[src/logic/rpm_pkg.sv]
// Package for the RF protocol mode configuration register bank.
// Assumes an APB slave with 32-bit data; registers occupy aligned words.
package rpm_pkg;
  // Register indices as printed; byte address is four times the index
  localparam logic [7:0] RPM_IDX_OP_CTRL = 8'h02;
  localparam logic [7:0] RPM_IDX_MODE = 8'h03;
  localparam logic [7:0] RPM_IDX_RATE = 8'h04;
  localparam logic [7:0] RPM_IDX_TYPEA = 8'h05;
  localparam int RPM_ADDR_W = 12;
  localparam int RPM_ADDR_SHIFT = 2;

  // Mode definition fields
  localparam int RPM_MODE_ROLE = 7;
  localparam int RPM_MODE_OP_HI = 6;
  localparam int RPM_MODE_OP_LO = 3;
  localparam int RPM_MODE_MOD = 2;
  localparam int RPM_MODE_AR_HI = 1;
  localparam int RPM_MODE_AR_LO = 0;
  localparam logic [7:0] RPM_MODE_RST = 8'h08;
  localparam logic [7:0] RPM_MODE_MASK = 8'hFF;

  // Bit rate fields
  localparam int RPM_TX_HI = 5;
  localparam int RPM_TX_LO = 4;
  localparam int RPM_RX_HI = 1;
  localparam int RPM_RX_LO = 0;
  localparam logic [7:0] RPM_RATE_RST = 8'h00;
  localparam logic [7:0] RPM_RATE_MASK = 8'h33;

  // Type-A settings fields
  localparam int RPM_A_NO_TX_PAR = 7;
  localparam int RPM_A_RAW_RX_PAR = 6;
  localparam int RPM_A_FRAME_FMT = 5;
  localparam int RPM_A_PW_HI = 4;
  localparam int RPM_A_PW_LO = 1;
  localparam int RPM_A_ANTICOLL = 0;
  localparam logic [7:0] RPM_TYPEA_RST = 8'h00;
  localparam logic [7:0] RPM_TYPEA_MASK = 8'hFF;

  // Operation control: only power-up defaults
  localparam logic [7:0] RPM_OPCTL_RST = 8'h00;
  localparam logic [7:0] RPM_OPCTL_MASK = 8'hFF;

  // Start byte inserted with transport frame format
  localparam logic [7:0] RPM_START_BYTE = 8'hF0;

  // Pulse width at carrier/128: code 0 gives this, codes 1..7 add, 8..15 continue below
  localparam logic [5:0] RPM_PW_BASE = 6'd35;
  localparam logic [5:0] RPM_PW_WRAP = 6'd43;

  typedef enum logic [1:0] {
    RPM_RATE_128 = 2'b00,
    RPM_RATE_64 = 2'b01,
    RPM_RATE_32 = 2'b10,
    RPM_RATE_16 = 2'b11
  } rpm_rate_e;

  typedef enum logic [3:0] {
    RPM_OM_P2P = 4'b0000,
    RPM_OM_A = 4'b0001,
    RPM_OM_B = 4'b0010,
    RPM_OM_F = 4'b0011,
    RPM_OM_T1T = 4'b0100,
    RPM_OM_SUBC = 4'b1110,
    RPM_OM_BPSK = 4'b1111
  } rpm_init_om_e;

  localparam logic [3:0] RPM_TM_A = 4'b0001;
  localparam logic [3:0] RPM_TM_F = 4'b0100;
  localparam logic [3:0] RPM_TM_P2P = 4'b0111;
  localparam int RPM_TM_DET_BIT = 3;
  localparam int RPM_TM_DET_F = 2;
  localparam int RPM_TM_DET_A = 0;

  // Decoded mode binary index
  typedef enum logic [3:0] {
    RPM_SEL_NONE = 4'b0000,
    RPM_SEL_P2P = 4'b0001,
    RPM_SEL_A = 4'b0010,
    RPM_SEL_B = 4'b0011,
    RPM_SEL_F = 4'b0100,
    RPM_SEL_T1T = 4'b0101,
    RPM_SEL_SUBC = 4'b0110,
    RPM_SEL_BPSK = 4'b0111,
    RPM_SEL_TA = 4'b1000,
    RPM_SEL_TF = 4'b1001,
    RPM_SEL_TP2P = 4'b1010,
    RPM_SEL_DET = 4'b1011
  } rpm_sel_e;
endpackage : rpm_pkg

[src/logic/rpm_config.sv]
// Mode, bit rate and type-A configuration registers behind an APB slave.
// Assumes clock_i at 40 MHz, crystal-OK and power-up reset from the analog core.
`timescale 1ns/10ps
// Function
// - Mode bit 7 picks initiator (0) or target (1); mode field decoded per role.
// - Initiator codes: P2P, A, B, F, type 1, sub-carrier, BPSK; rest reserved.
// - Unsupported mode code for the role disables transmit and receive.
// - Target codes: A passive, F passive, active P2P; other low codes disallowed.
// - Target code with top bit selects rate detection; bit2 F, bit0 A, bit1 reserved.
// - Passive target and detection modes modulate through the passive target resistance.
// - Mode bit 2 picks on-off keying (0) or amplitude modulation (1).
// - Mode register writes accepted only while crystal OK is high.
// - Mode register resets to role 0, modulation 0, response 00, mode 0001.
// - Bit rate register: transmit rate 5:4, receive rate 1:0, others reserved, reset 0.
// - Rate codes: carrier/128, /64, /32, /16.
// - Rate unsupported in current mode disables transmit and receive.
// - Suppress transmit parity sends FIFO data without parity; host uses no-CRC transmit.
// - Raw receive parity stores stream with parity unchecked; 106 kbit/s only.
// - Transport frame format adds start byte F0 and length; strips start byte on receive.
// - Pulse width field bits 4:1 sets type-A pulse in carrier periods.
// - At carrier/128 codes 0..7 give 35..42, codes 8..15 give 27..34.
// - Operation control register takes defaults only at power-up.
module rpm_config
  import rpm_pkg::*;
(
  input wire logic clock_i, // 40 MHz clock
  input wire logic reset_n_i, // Async reset, active low
  input wire logic por_n_i, // Power-up reset, active low
  input wire logic xtal_ok_i, // Crystal clock present and stable
  input wire logic psel_i, // APB select
  input wire logic penable_i, // APB enable
  input wire logic pwrite_i, // APB write
  input wire logic [11:0] paddr_i, // APB byte address
  input wire logic [31:0] pwdata_i, // APB write data
  output logic [31:0] prdata_o, // APB read data
  output logic pready_o, // APB ready
  output logic pslverr_o, // APB error on unmapped address
  output logic role_target_o, // 1 target role
  output logic [3:0] op_mode_o, // Raw operating-mode field
  output logic [3:0] mode_sel_o, // Decoded mode (rpm_sel_e)
  output logic rate_det_f_o, // Type F rate detection enabled
  output logic rate_det_a_o, // Type A rate detection enabled
  output logic modulation_type_sel_o, // 0 OOK, 1 AM
  output logic [1:0] auto_response_o, // Automatic response field control
  output logic use_passive_target_load_res_o, // Load modulation via passive target resistance
  output logic [1:0] transmit_speed_o, // Transmit rate selector
  output logic [1:0] receive_speed_o, // Receive rate selector
  output logic txrx_enable_o, // Transmit/receive permitted
  output logic no_tx_parity_o, // Suppress transmit parity
  output logic raw_rx_parity_o, // Raw receive with parity
  output logic transport_frame_format_o, // Transport frame format active
  output logic [7:0] start_byte_o, // Start byte for transport frame
  output logic [3:0] pulse_width_code_o, // Pulse width code
  output logic [5:0] pulse_width_periods_o, // Pulse width at carrier/128 in carrier periods
  output logic anticoll_frame_o, // Anticollision framing
  output logic [7:0] op_ctrl_o // Operation control register
);

  logic [7:0] mode_r;
  logic [7:0] rate_r;
  logic [7:0] typea_r;
  logic [7:0] opctl_r;
  logic [7:0] rd_nxt;
  logic hit_nxt;
  logic mode_ok;
  logic rate_ok;
  rpm_sel_e sel;

  localparam int IDX_W = $bits(RPM_IDX_MODE);

  // Word index decode shared by write and read paths
  function automatic logic [IDX_W-1:0] reg_index(input logic [11:0] addr);
    return addr[RPM_ADDR_SHIFT +: IDX_W];
  endfunction : reg_index

  // Aligned word with the address bits above the index at zero, so no register aliases higher up
  function automatic logic is_aligned(input logic [11:0] addr);
    return (addr[RPM_ADDR_SHIFT-1:0] == '0) && (addr[RPM_ADDR_W-1:RPM_ADDR_SHIFT+IDX_W] == '0);
  endfunction : is_aligned

  // Decode of role and operating mode
  function automatic rpm_sel_e decode_mode(input logic [7:0] m);
    logic [3:0] om;
    om = m[RPM_MODE_OP_HI:RPM_MODE_OP_LO];
    decode_mode = RPM_SEL_NONE;
    if (!m[RPM_MODE_ROLE]) begin
      unique case (om)
        RPM_OM_P2P: decode_mode = RPM_SEL_P2P;
        RPM_OM_A: decode_mode = RPM_SEL_A;
        RPM_OM_B: decode_mode = RPM_SEL_B;
        RPM_OM_F: decode_mode = RPM_SEL_F;
        RPM_OM_T1T: decode_mode = RPM_SEL_T1T;
        RPM_OM_SUBC: decode_mode = RPM_SEL_SUBC;
        RPM_OM_BPSK: decode_mode = RPM_SEL_BPSK;
        default: decode_mode = RPM_SEL_NONE;
      endcase
    end else if (om[RPM_TM_DET_BIT]) begin
      decode_mode = RPM_SEL_DET;
    end else begin
      unique case (om)
        RPM_TM_A: decode_mode = RPM_SEL_TA;
        RPM_TM_F: decode_mode = RPM_SEL_TF;
        RPM_TM_P2P: decode_mode = RPM_SEL_TP2P;
        default: decode_mode = RPM_SEL_NONE;
      endcase
    end
    return decode_mode;
  endfunction : decode_mode

  assign sel = decode_mode(mode_r);

  // Rate support per mode: raw parity needs 106k, type 1 and card emulation at 106k only
  always_comb begin
    rate_ok = 1'b1;
    unique case (sel)
      RPM_SEL_T1T, RPM_SEL_TA: rate_ok = (rate_r[RPM_TX_HI:RPM_TX_LO] == RPM_RATE_128) &&
                                         (rate_r[RPM_RX_HI:RPM_RX_LO] == RPM_RATE_128);
      RPM_SEL_F, RPM_SEL_TF: rate_ok = (rate_r[RPM_TX_HI:RPM_TX_LO] != RPM_RATE_128) &&
                                       (rate_r[RPM_TX_HI:RPM_TX_LO] != RPM_RATE_16) &&
                                       (rate_r[RPM_RX_HI:RPM_RX_LO] != RPM_RATE_128) &&
                                       (rate_r[RPM_RX_HI:RPM_RX_LO] != RPM_RATE_16);
      RPM_SEL_P2P, RPM_SEL_TP2P: rate_ok = (rate_r[RPM_TX_HI:RPM_TX_LO] != RPM_RATE_16) &&
                                           (rate_r[RPM_RX_HI:RPM_RX_LO] != RPM_RATE_16);
      default: rate_ok = 1'b1;
    endcase
    if (typea_r[RPM_A_RAW_RX_PAR] && (rate_r[RPM_RX_HI:RPM_RX_LO] != RPM_RATE_128)) begin
      rate_ok = 1'b0;
    end
  end

  assign mode_ok = (sel != RPM_SEL_NONE);

  // Mode register: writes need a stable crystal clock
  always_ff @(posedge clock_i or negedge reset_n_i) begin
    if (!reset_n_i) begin
      mode_r <= RPM_MODE_RST;
    end else if (psel_i && penable_i && pwrite_i && is_aligned(paddr_i) &&
                 reg_index(paddr_i) == RPM_IDX_MODE && xtal_ok_i) begin
      mode_r <= pwdata_i[7:0] & RPM_MODE_MASK;
    end
  end

  always_ff @(posedge clock_i or negedge reset_n_i) begin
    if (!reset_n_i) begin
      rate_r <= RPM_RATE_RST;
    end else if (psel_i && penable_i && pwrite_i && is_aligned(paddr_i) &&
                 reg_index(paddr_i) == RPM_IDX_RATE) begin
      rate_r <= pwdata_i[7:0] & RPM_RATE_MASK;
    end
  end

  always_ff @(posedge clock_i or negedge reset_n_i) begin
    if (!reset_n_i) begin
      typea_r <= RPM_TYPEA_RST;
    end else if (psel_i && penable_i && pwrite_i && is_aligned(paddr_i) &&
                 reg_index(paddr_i) == RPM_IDX_TYPEA) begin
      typea_r <= pwdata_i[7:0] & RPM_TYPEA_MASK;
    end
  end

  // Operation control keeps its value across ordinary reset
  always_ff @(posedge clock_i or negedge por_n_i) begin
    if (!por_n_i) begin
      opctl_r <= RPM_OPCTL_RST;
    end else if (psel_i && penable_i && pwrite_i && is_aligned(paddr_i) &&
                 reg_index(paddr_i) == RPM_IDX_OP_CTRL) begin
      opctl_r <= pwdata_i[7:0] & RPM_OPCTL_MASK;
    end
  end

  // Read mux; unmapped or unaligned addresses answer with an error
  always_comb begin
    rd_nxt = 8'h00;
    hit_nxt = is_aligned(paddr_i);
    unique case (reg_index(paddr_i))
      RPM_IDX_OP_CTRL: rd_nxt = opctl_r;
      RPM_IDX_MODE: rd_nxt = mode_r;
      RPM_IDX_RATE: rd_nxt = rate_r & RPM_RATE_MASK;
      RPM_IDX_TYPEA: rd_nxt = typea_r;
      default: hit_nxt = 1'b0;
    endcase
  end

  // Zero-wait APB answer: pready and data registered during setup
  always_ff @(posedge clock_i or negedge reset_n_i) begin
    if (!reset_n_i) begin
      pready_o <= 1'b0;
      pslverr_o <= 1'b0;
      prdata_o <= 32'h0000_0000;
    end else if (psel_i && !penable_i) begin
      pready_o <= 1'b1;
      pslverr_o <= !hit_nxt;
      prdata_o <= (hit_nxt && !pwrite_i) ? {24'h00_0000, rd_nxt} : 32'h0000_0000;
    end else begin
      pready_o <= 1'b0;
      pslverr_o <= 1'b0;
    end
  end

  // Registered configuration outputs
  always_ff @(posedge clock_i or negedge reset_n_i) begin
    if (!reset_n_i) begin
      role_target_o <= 1'b0;
      op_mode_o <= RPM_MODE_RST[RPM_MODE_OP_HI:RPM_MODE_OP_LO];
      mode_sel_o <= RPM_SEL_A;
      rate_det_f_o <= 1'b0;
      rate_det_a_o <= 1'b0;
      modulation_type_sel_o <= 1'b0;
      auto_response_o <= 2'b00;
      use_passive_target_load_res_o <= 1'b0;
      transmit_speed_o <= RPM_RATE_128;
      receive_speed_o <= RPM_RATE_128;
      txrx_enable_o <= 1'b0;
    end else begin
      role_target_o <= mode_r[RPM_MODE_ROLE];
      op_mode_o <= mode_r[RPM_MODE_OP_HI:RPM_MODE_OP_LO];
      mode_sel_o <= sel;
      rate_det_f_o <= (sel == RPM_SEL_DET) && mode_r[RPM_MODE_OP_LO+RPM_TM_DET_F];
      rate_det_a_o <= (sel == RPM_SEL_DET) && mode_r[RPM_MODE_OP_LO+RPM_TM_DET_A];
      modulation_type_sel_o <= mode_r[RPM_MODE_MOD];
      // Reserved response code 11 is treated as off
      auto_response_o <= (mode_r[RPM_MODE_AR_HI:RPM_MODE_AR_LO] == 2'b11) ? 2'b00 :
                         mode_r[RPM_MODE_AR_HI:RPM_MODE_AR_LO];
      use_passive_target_load_res_o <= (sel == RPM_SEL_TA) || (sel == RPM_SEL_TF) ||
                                       (sel == RPM_SEL_DET);
      transmit_speed_o <= rate_r[RPM_TX_HI:RPM_TX_LO];
      receive_speed_o <= rate_r[RPM_RX_HI:RPM_RX_LO];
      txrx_enable_o <= mode_ok && rate_ok;
    end
  end

  always_ff @(posedge clock_i or negedge reset_n_i) begin
    if (!reset_n_i) begin
      no_tx_parity_o <= 1'b0;
      raw_rx_parity_o <= 1'b0;
      transport_frame_format_o <= 1'b0;
      start_byte_o <= RPM_START_BYTE;
      pulse_width_code_o <= 4'h0;
      pulse_width_periods_o <= RPM_PW_BASE;
      anticoll_frame_o <= 1'b0;
    end else begin
      no_tx_parity_o <= typea_r[RPM_A_NO_TX_PAR];
      raw_rx_parity_o <= typea_r[RPM_A_RAW_RX_PAR];
      // Frame format blocked in detection mode as a guard against host misuse
      transport_frame_format_o <= typea_r[RPM_A_FRAME_FMT] && (sel != RPM_SEL_DET);
      start_byte_o <= RPM_START_BYTE;
      pulse_width_code_o <= typea_r[RPM_A_PW_HI:RPM_A_PW_LO];
      pulse_width_periods_o <= typea_r[RPM_A_PW_HI] ?
        6'(RPM_PW_WRAP - 6'd16 + {3'b000, typea_r[RPM_A_PW_HI-1:RPM_A_PW_LO]}) :
        6'(RPM_PW_BASE + {3'b000, typea_r[RPM_A_PW_HI-1:RPM_A_PW_LO]});
      anticoll_frame_o <= typea_r[RPM_A_ANTICOLL];
    end
  end

  // Operation control mirror follows only the power-up reset
  always_ff @(posedge clock_i or negedge por_n_i) begin
    if (!por_n_i) begin
      op_ctrl_o <= RPM_OPCTL_RST;
    end else begin
      op_ctrl_o <= opctl_r;
    end
  end

endmodule : rpm_config

[config.mk]
export PLATFORM = sky130hd
export DESIGN_NAME = rpm_config
export DESIGN_NICKNAME = d
export VERILOG_FILES = /design/src/logic/rpm_pkg.sv /design/src/logic/rpm_config.sv
export SDC_FILE = /design/constraint.sdc
export NUM_CORES = 1
export LEC_CHECK = 0
export BUFFER_PORTS_ARGS = -buffer_cell sky130_fd_sc_hd__buf_4
export CAP_MARGIN = 20
export CORE_MARGIN = 2
export CORE_UTILIZATION = 36
export DETAILED_ROUTE_END_ITERATION = 8
export HOLD_SLACK_MARGIN = 0.1
export PLACE_DENSITY_LB_ADDON = 0.05
export REMOVE_ABC_BUFFERS = 1
export SLEW_MARGIN = 5
export SYNTH_ARGS = -nofsm -noshare
export SYNTH_HDL_FRONTEND = slang
export SYNTH_SLANG_ARGS = --single-unit
export TNS_END_PERCENT = 10
[constraint.sdc]
create_clock -name clock_i -period 4.3 [get_ports clock_i]
set_input_delay 0.215 -clock clock_i [delete_from_list [all_inputs] [get_ports clock_i]]
set_output_delay 0.215 -clock clock_i [all_outputs]
set_load 0.05 [all_outputs]
; ---- Word-level counts from Yosys, hierarchy flattened
; Cells that the tools add are included.
[totals]
ff_bits = 104
inputBits = 51
[classes]
reduce_logical = 38
addsub = 2
n_mux = 13
eq_ne = 22
[ops]
columns = op, n
row1 = $pmux 8 s4, 1
row2 = $eq 4x4->1 const B, 6
row3 = $logic_and 1x1->1, 21
row4 = $pmux 3 s7, 1
row5 = $eq 4x3->1 const B, 4
row6 = $eq 8x2->1 const B, 2
row7 = $eq 8x3->1 const B, 2
row8 = $pmux 4 s3, 1
row9 = $eq 4x1->1 const B, 2
row10 = $eq 4x2->1 const B, 2
row11 = $logic_not 2->1, 4
row12 = $mux 4, 2
row13 = $mux 8, 1
row14 = $add 5x3->6 const A, 1
row15 = $add 6x3->6 const A, 1
row16 = $mux 6, 1
row17 = $reduce_or 2->1, 3
row18 = $logic_not 4->1, 1
row19 = $mux 1, 4
row20 = $ne 2x2->1 const B, 2
row21 = $ne 4x4->1 const B, 1
row22 = $reduce_bool 2->1, 2
row23 = $reduce_bool 4->1, 1
row24 = $reduce_or 4->1, 1
row25 = 5 further kinds, 8

; ---- Logic depth before layout (Yosys ltp)
; Gate-level depths: netlist (run 1).
[logic_depth]
depth_word = 9
ltp_mapped = 6

; ---- Worst setup path after synthesis (run 1)
; No wires, ideal clock.
[synth_timing]
path_kind = register to register
from = register mode_r[4]
to = register txrx_enable_o
setup_ps = 126
t_arrival_ps = 1502
period_less_slack_ps = 1628
required_time_ps = 4174
setup_slack_ps = 2672
stages_incl_launch_ff = 6
path_buffers = 1
cell_sequence = dfrtp_1 buf_2 or4_4 o2111ai_1 a21oi_1 o311a_1
[synth_via]
elab_chain_cells = 9
[synth_rtl]
columns = item, line_no
row1 = "start, declared", rpm_config.sv:59  ; logic [7:0] mode_r;
row2 = "start signal, assigned", rpm_config.sv:139  ; mode_r <= pwdata_i[7:0] & RPM_MODE_MASK;
row3 = "$eq 4x3->1, or another cell as far along", rpm_config.sv:100  ; unique case (om)
row4 = $pmux 4 s3, rpm_config.sv:100
row5 = $mux 4, rpm_config.sv:97  ; end else if (om[RPM_TM_DET_BIT]) begin
row6 = $mux 4 *, rpm_config.sv:86  ; if (!m[RPM_MODE_ROLE]) begin
row7 = "$eq 4x1->1, or another cell as far along", rpm_config.sv:115  ; unique case (sel)
row8 = $reduce_or 2->1, rpm_config.sv:115
row9 = $pmux 1 s3, rpm_config.sv:115
row10 = $mux 1, rpm_config.sv:126  ; if (typea_r[RPM_A_RAW_RX_PAR] && (rate_r[RPM_RX_HI:RPM_RX_LO] != RPM_RATE_128)) begin
row11 = $logic_and 1x1->1 *, rpm_config.sv:228  ; txrx_enable_o <= mode_ok && rate_ok;
row12 = "end signal, assigned", rpm_config.sv:228
row13 = "end, declared", rpm_config.sv:48  ; output logic txrx_enable_o,
; Mark *: on every way between the ends. The rest lies on a longest branch, timed or not.
; A chain may end at the register's enable or synchronous reset.

; ---- Worst setup path in the final report (run 1)
; Same ends and word-level chain as after synthesis.

==> impl_metrics.env, run 1 <==
export IMPL_status="finished, final reports clean"
export IMPL_multi_input_area_um2=1261
export IMPL_timing_reg2reg_setup_slack_ps=2450
export IMPL_min_path_type="primary input to register"
export IMPL_crit_arrival_ps=2080
export IMPL_swShare_pct=24.83
export IMPL_place_hpwl_um=4984
export IMPL_synth_seq_cells=80
export IMPL_synth_edff_count=0
export IMPL_nFillCells=955
export IMPL_grt_pass1_vias=2174
export IMPL_relSlewSlack_pct=43.50
export IMPL_fmax_mhz=541.2
export IMPL_cts_tree="yes"
export IMPL_reg2reg_to="txrx_enable_o$_DFF_PN0_"
export IMPL_core_um2=9639
export IMPL_synth_distinct_cells=45
export IMPL_maxSlewViolCount=0
export IMPL_layout_drive_gt1_share_pct=38.59
export IMPL_path_clk_slew_ps=80
export IMPL_setup_viol=0
export IMPL_critPathTopFamily="simple AND/OR/NAND/NOR gates"
export IMPL_layout_commonest_cell="buf_4"
export IMPL_io_buffers=78
export IMPL_grt_pass1_wl_um=11610
export IMPL_r2r_start="mode_r[4]$_DFFE_PN0P_"
export IMPL_p_int_uw=1167
export IMPL_fin_skew_ps=8.119
export IMPL_post_drt_wl_per_cell_um=15.24
export IMPL_path_cells="or4_4 > o2111ai_1 > a21oi_1 > o311a_1"
export IMPL_required_ps=4530
export IMPL_ir_drop_mv=0.1399
export IMPL_drc=0
export IMPL_fin_hold_ws_ps=116.5
export IMPL_slowest_delay_ps=610
export IMPL_synth_ff_type="dfrtp_1"
export IMPL_synth_area_per_cell_um2=12.73
export IMPL_synthCells=276
export IMPL_period_share_pct=42.97
export IMPL_p_seq_share_pct=48.6
export IMPL_path_buf_inv=0
export IMPL_min_from="pwdata_i[2]"
export IMPL_place_congestion=0.7251
export IMPL_htree_levels=3
export IMPL_routed_via_density=4.551
export IMPL_powerDensity_nw_per_um2=359.1
export IMPL_yosys_warnings=0
export IMPL_cts_root_buf="clkbuf_8"
export IMPL_async_flop_share_pct=100.0
export IMPL_r2r_cells=4
export IMPL_nNetsFinal=406
export IMPL_worstPathMaxFanout=18
export IMPL_clkSinkCount=80
export IMPL_syn_area_um2=3513
export IMPL_start_util_pct=36.45
export IMPL_layout_setup_ws_ps=2452
export IMPL_hold_depth=2
export IMPL_grt_max_degree=65
export IMPL_leakagePower_uw=0.002218
export IMPL_drt_pass1_iterations=3
export IMPL_yosysSeqAreaShare_pct=57.19
export IMPL_clkPwrFrac_pct=43.2
export IMPL_critPathLaunchType="register"
export IMPL_rsz0062_at_grt="false"
export IMPL_syn2layout_area_growth_pct=23.04
export IMPL_clkLatencyLatePin_ps=350
export IMPL_drt_initial_drc_count=73
export IMPL_ant_nets=0
export IMPL_p_switching_uw=385.5
export IMPL_finalWirelength_um=7435
export IMPL_end_kind="register"
export IMPL_tns_ps=0
export IMPL_final_cell_mix="buf_4 (78), dfrtp_1 (74), conb_1 (32), mux2_2 (28), a22o_1 (16)"
export IMPL_numCtsBuffers=9
export IMPL_cts_max_path_buffers=2
export IMPL_vias=2221
export IMPL_antenna_found_initial=0
export IMPL_critical_path_class="register to register"
export IMPL_pwr_share_comb_pct=8.2
export IMPL_grt_util_all_layers_pct=14.86
export IMPL_die_area_um2=10570
export IMPL_diodes=0
export IMPL_worst_pin_slew_ps=845.8
export IMPL_fp_dieH_um=102.8
export IMPL_seqCellArea_um2=2009
export IMPL_min_to="mode_r[2]$_DFFE_PN0P_"
export IMPL_die_w_um=102.8
export IMPL_cap_viol_max_count=0
export IMPL_grt_overflow_total=0
export IMPL_num_io_pins=135
export IMPL_fin_crit_ps=1848
export IMPL_hold_viol=0
export IMPL_place_ws_ps=2355
export IMPL_slowest_stage="or4_4"
export IMPL_rows=36
==> Yosys cell counts (2+ instances only) <==
master | n | area share, %
a22o_1 | 16 | 4.0
o22ai_1 | 2 | 0.36
ha_1 | 5 | 1.8
inv_1 | 10 | 1.1
a221oi_1 | 2 | 0.50
conb_1 | 2 | 0.21
mux2_2 | 28 | 9.0
nor2b_1 | 7 | 1.2
nand2_1 | 5 | 0.53
a21oi_1 | 9 | 1.3
xnor2_1 | 2 | 0.50
buf_2 | 2 | 0.28
mux2i_1 | 5 | 1.4
nor2_1 | 7 | 0.75
nand2b_1 | 3 | 0.53
nand3_1 | 2 | 0.28
clkbuf_1 | 10 | 1.1
dfrtp_1 | 74 | 53
and2_1 | 3 | 0.53
buf_4 | 33 | 7.1
o21ai_0 | 9 | 1.3
and3_1 | 5 | 0.89
buf_6 | 2 | 0.64
nor3b_1 | 2 | 0.43
a22oi_1 | 2 | 0.43
dfstp_2 | 6 | 4.5
nor3_1 | 5 | 0.71
==> area by class of cell <==
cell class | count | area share (%)
Sequential cell | 80 | 46.48
Clock buffer | 10 | 2.952
Inverter | 10 | 0.8683
Clock inverter | 6 | 2.663
Timing Repair Buffer | 80 | 14.01
Tap cell | 133 | 3.849
Multi-Input combinational cell | 169 | 29.18
==> state kept, by name, indices dropped and copies added (netlist names), 2 cells and up <==
signal                 cells
rate_r                     4
mode_r                     8
pulse_width_code_o         4
auto_response_o            2
mode_sel_o                 4
prdata_o                   8
receive_speed_o            2
op_ctrl_o                  8
op_mode_o                  4
transmit_speed_o           2
pulse_width_periods_o      6
opctl_r                    8
typea_r                    8
==> through the flow <==
stage / power (uW) / util (%) / cells / area [um^2]
final: 1553 / 44.85 / 488 / 4323
after global routing: 1613 / 44.85 / 488 / 4323
after CTS: 1574 / 44.85 / 488 / 4323
after detailed placement: 896.7 / 42.12 / 470 / 4060
after global placement: 895.8 / 42.12 / 470 / 4060
after floorplan: 847.3 / - / 259 / 3308
==> power by group through the flow <==
stage          Sequential, uW  Combinational, uW  Clock (uW)
2_1_floorplan             775               72.7           0
3_3_place_gp              769                126           0
5_1_grt                   755                137         721
3_5_place_dp              769                127           0
6_report                  754                127         671
4_1_cts                   754                129         690
==> cells by family (layout without fill, tap and decap cells) <==
logic type,count (synthesis),count (layout),share of synthesized area (%)
other,2,32,0.2138
muxes,33,33,10.40
buffers and inverters,57,106,10.11
DFF,80,80,57.19
adders and majority gates,5,5,1.781
xor gates and xnor gates,3,3,0.7480
and+or+nand+nor,49,49,9.473
AOI/OAI and AO/OA,47,47,10.08
==> repair_timing <==
item / 4_1_cts / 5_1_grt
resized for setup: 0 / 0
buffers inserted: 0 / 0
hold endpoints to repair: 74 / 0
hold buffers: 2 / 0
==> worst max-delay path by stage <==
stage                           from  depth (start not counted)                      end
2_1_floorplan  mode_r[4]$_DFFE_PN0P_                          4  txrx_enable_o$_DFF_PN0_
3_3_place_gp              paddr_i[1]                          5   opctl_r[2]$_DFFE_PN0P_
3_5_place_dp              paddr_i[3]                          4   typea_r[6]$_DFFE_PN0P_
4_1_cts        mode_r[5]$_DFFE_PN0P_                          4  txrx_enable_o$_DFF_PN0_
5_1_grt        mode_r[5]$_DFFE_PN0P_                          4  txrx_enable_o$_DFF_PN0_
6_report       mode_r[4]$_DFFE_PN0P_                          4  txrx_enable_o$_DFF_PN0_
==> metal layers <==
| layer | GRT usage (%) | routed length (um) |
|---|---|---|
| met4 | 6.680 | 133 |
| met3 | 2.373 | 257 |
| met5 | 0 | 0 |
| met2 | 23.08 | 3493 |
| met1 | 20.61 | 3550 |
(Power assumes the default switching activity.)
==> run 2: changes to the inputs <==
==> constraint.sdc (replaced) <==
create_clock -name clock_i -period 1.6 [get_ports clock_i]
set_input_delay 0.08 -clock clock_i [delete_from_list [all_inputs] [get_ports clock_i]]
set_output_delay 0.08 -clock clock_i [all_outputs]
set_load 0.05 [all_outputs]
==> run 2 against run 1 <==
Sequential share of layout area decreased by 2.5 points. Wire length grew 2.9%. Global-route usage rose by 0.46 points. Design area rose by 5.7%. Largest power group unchanged.
==> impl_metrics.env, run 2 (same netlist as run 1, synthesis figures left out) <==
export IMPL_routed_via_density=4.562
export IMPL_num_io_pins=135
export IMPL_min_path_type="primary input to asynchronous set/reset pin"
export IMPL_p_int_uw=3001
export IMPL_final_cell_area_um2=4571
export IMPL_grt_util_all_layers_pct=15.31
export IMPL_rsz0062_at_grt="false"
export IMPL_rows=36
export IMPL_r2r_cells=4
export IMPL_place_ws_ps=8.523
export IMPL_antenna_found_initial=0
export IMPL_path_clk_slew_ps=90
export IMPL_clkPwrFrac_pct=40.8
export IMPL_ant_nets=0
export IMPL_hold_viol=0
export IMPL_crit_arrival_ps=1780
export IMPL_core_um2=9639
export IMPL_ir_drop_mv=0.4224
export IMPL_clkLatencyLatePin_ps=350
export IMPL_io_buffers=78
export IMPL_finalWirelength_um=7647
export IMPL_nNetsFinal=432
export IMPL_critPathLaunchType="register"
export IMPL_end_kind="register"
export IMPL_maxSlewViolCount=0
export IMPL_post_drt_wl_per_cell_um=14.88
export IMPL_fp_dieH_um=102.8
export IMPL_place_congestion=0.7852
export IMPL_layout_drive_gt1_share_pct=41.47
export IMPL_die_w_um=102.8
export IMPL_worstPathMaxFanout=3
export IMPL_die_area_um2=10570
export IMPL_clkSinkCount=80
export IMPL_numCtsBuffers=9
export IMPL_fin_crit_ps=1550
export IMPL_power_uw=4046
export IMPL_slowest_delay_ps=540
export IMPL_required_ps=1830
export IMPL_cap_viol_max_count=0
export IMPL_setup_viol=0
export IMPL_final_cell_mix="buf_4 (93), dfrtp_1 (74), conb_1 (32), mux2_2 (28), a22o_1 (16)"
export IMPL_leakagePower_uw=0.002346
export IMPL_stdcell_count=514
export IMPL_layout_commonest_cell="buf_4"
export IMPL_syn2layout_area_growth_pct=30.09
export IMPL_status="finished, final reports clean"
export IMPL_cts_root_buf="clkbuf_8"
export IMPL_nFillCells=933
export IMPL_fmax_mhz=645.2
export IMPL_post_dp_cell_area_um2=4233
export IMPL_critical_path_class="register to register"
export IMPL_period_share_pct=96.87
export IMPL_powerDensity_nw_per_um2=885.2
export IMPL_drc=0
export IMPL_start_util_pct=36.45
export IMPL_cts_max_path_buffers=2
export IMPL_r2r_start="mode_r[3]$_DFFE_PN1P_"
export IMPL_swShare_pct=25.82
export IMPL_post_route_util_pct=47.42
export IMPL_vias=2345
export IMPL_p_switching_uw=1045
export IMPL_post_cts_buffers=0
export IMPL_pwr_share_comb_pct=9.1
export IMPL_grt_overflow_total=0
export IMPL_timing_reg2reg_setup_slack_ps=50
export IMPL_grt_pass1_wl_um=11870
export IMPL_fin_skew_ps=9.570
export IMPL_drt_initial_drc_count=53
export IMPL_reg2reg_to="txrx_enable_o$_DFF_PN0_"
export IMPL_grt_max_degree=37
export IMPL_diodes=0
export IMPL_htree_levels=3
export IMPL_place_inst=488
export IMPL_p_seq_share_pct=50.1
export IMPL_place_hpwl_um=5342
export IMPL_slowest_stage="or4_4"
export IMPL_layout_setup_ws_ps=50.02
export IMPL_cts_tree="yes"
export IMPL_drt_pass1_iterations=4
export IMPL_path_cells="or4_4 > o2111ai_2 > a21oi_2 > o311a_1"
export IMPL_grt_pass1_vias=2206
run 2: worst max-delay path, delay by kind of cell (launching register included):
kind	cells	cell delay, ps
flops	1	390
simple gates	1	540
compound gates	3	500
run 2: what timing repair did:
action,4_1_cts,5_1_grt
hold endpoints to repair,107,0
gates resized for setup,0,3
hold buffers,10,0
setup endpoints to repair,0,1
run 2: power by group through the flow:
| stage | sequential, uW | combinational (uW) | clock [uW] |
|---|---|---|---|
| after floorplan | 2080 | 195 | 0 |
| after global placement | 2070 | 353 | 0 |
| after detailed placement | 2070 | 355 | 0 |
| after CTS | 2030 | 375 | 1710 |
| after global routing | 2030 | 399 | 1770 |
| final | 2030 | 370 | 1650 |
run 2: final cells by class:
type / instances / area (um^2) / share of cell area, %
multi-input cells: 169 / 1279 / 27.98
repair buffers: 106 / 858.3 / 18.78
inverters: 10 / 37.54 / 0.8212
clock inverters: 6 / 92.59 / 2.026
well taps: 133 / 166.4 / 3.641
clock buffers: 10 / 127.6 / 2.792
flip-flops and latches: 80 / 2009 / 43.96
run 2: metal layers:
layer	global-route usage, %	vias to the layer above	part of all wire, %
li1	-	1106	-
met1	21.82	1165	48
met2	22.67	63	46
met3	2.780	11	4.0
met4	7.287	0	2.0
met5	0	-	0
run 2: worst max path at each step:
| stage | startpoint | to | slack, ps |
|---|---|---|---|
| floorplan | mode_r[4]$_DFFE_PN0P_ | txrx_enable_o$_DFF_PN0_ | -70 |
| global placement | paddr_i[1] | mode_r[0]$_DFFE_PN0P_ | 10 |
| detailed placement | paddr_i[1] | mode_r[4]$_DFFE_PN0P_ | 9 |
| CTS | mode_r[3]$_DFFE_PN1P_ | txrx_enable_o$_DFF_PN0_ | 30 |
| global route | mode_r[3]$_DFFE_PN1P_ | txrx_enable_o$_DFF_PN0_ | 20 |
| finish | mode_r[3]$_DFFE_PN1P_ | txrx_enable_o$_DFF_PN0_ | 50 |
run 2: through the flow:
stage / TNS (ps) / hold WS (ps)
final: 0 / 118.2
after global routing: 0 / 135.1
after CTS: 0 / 117.7
after detailed placement: 0 / -39.23
after global placement: 0 / -42.91
after floorplan: -73.61 / -215.6
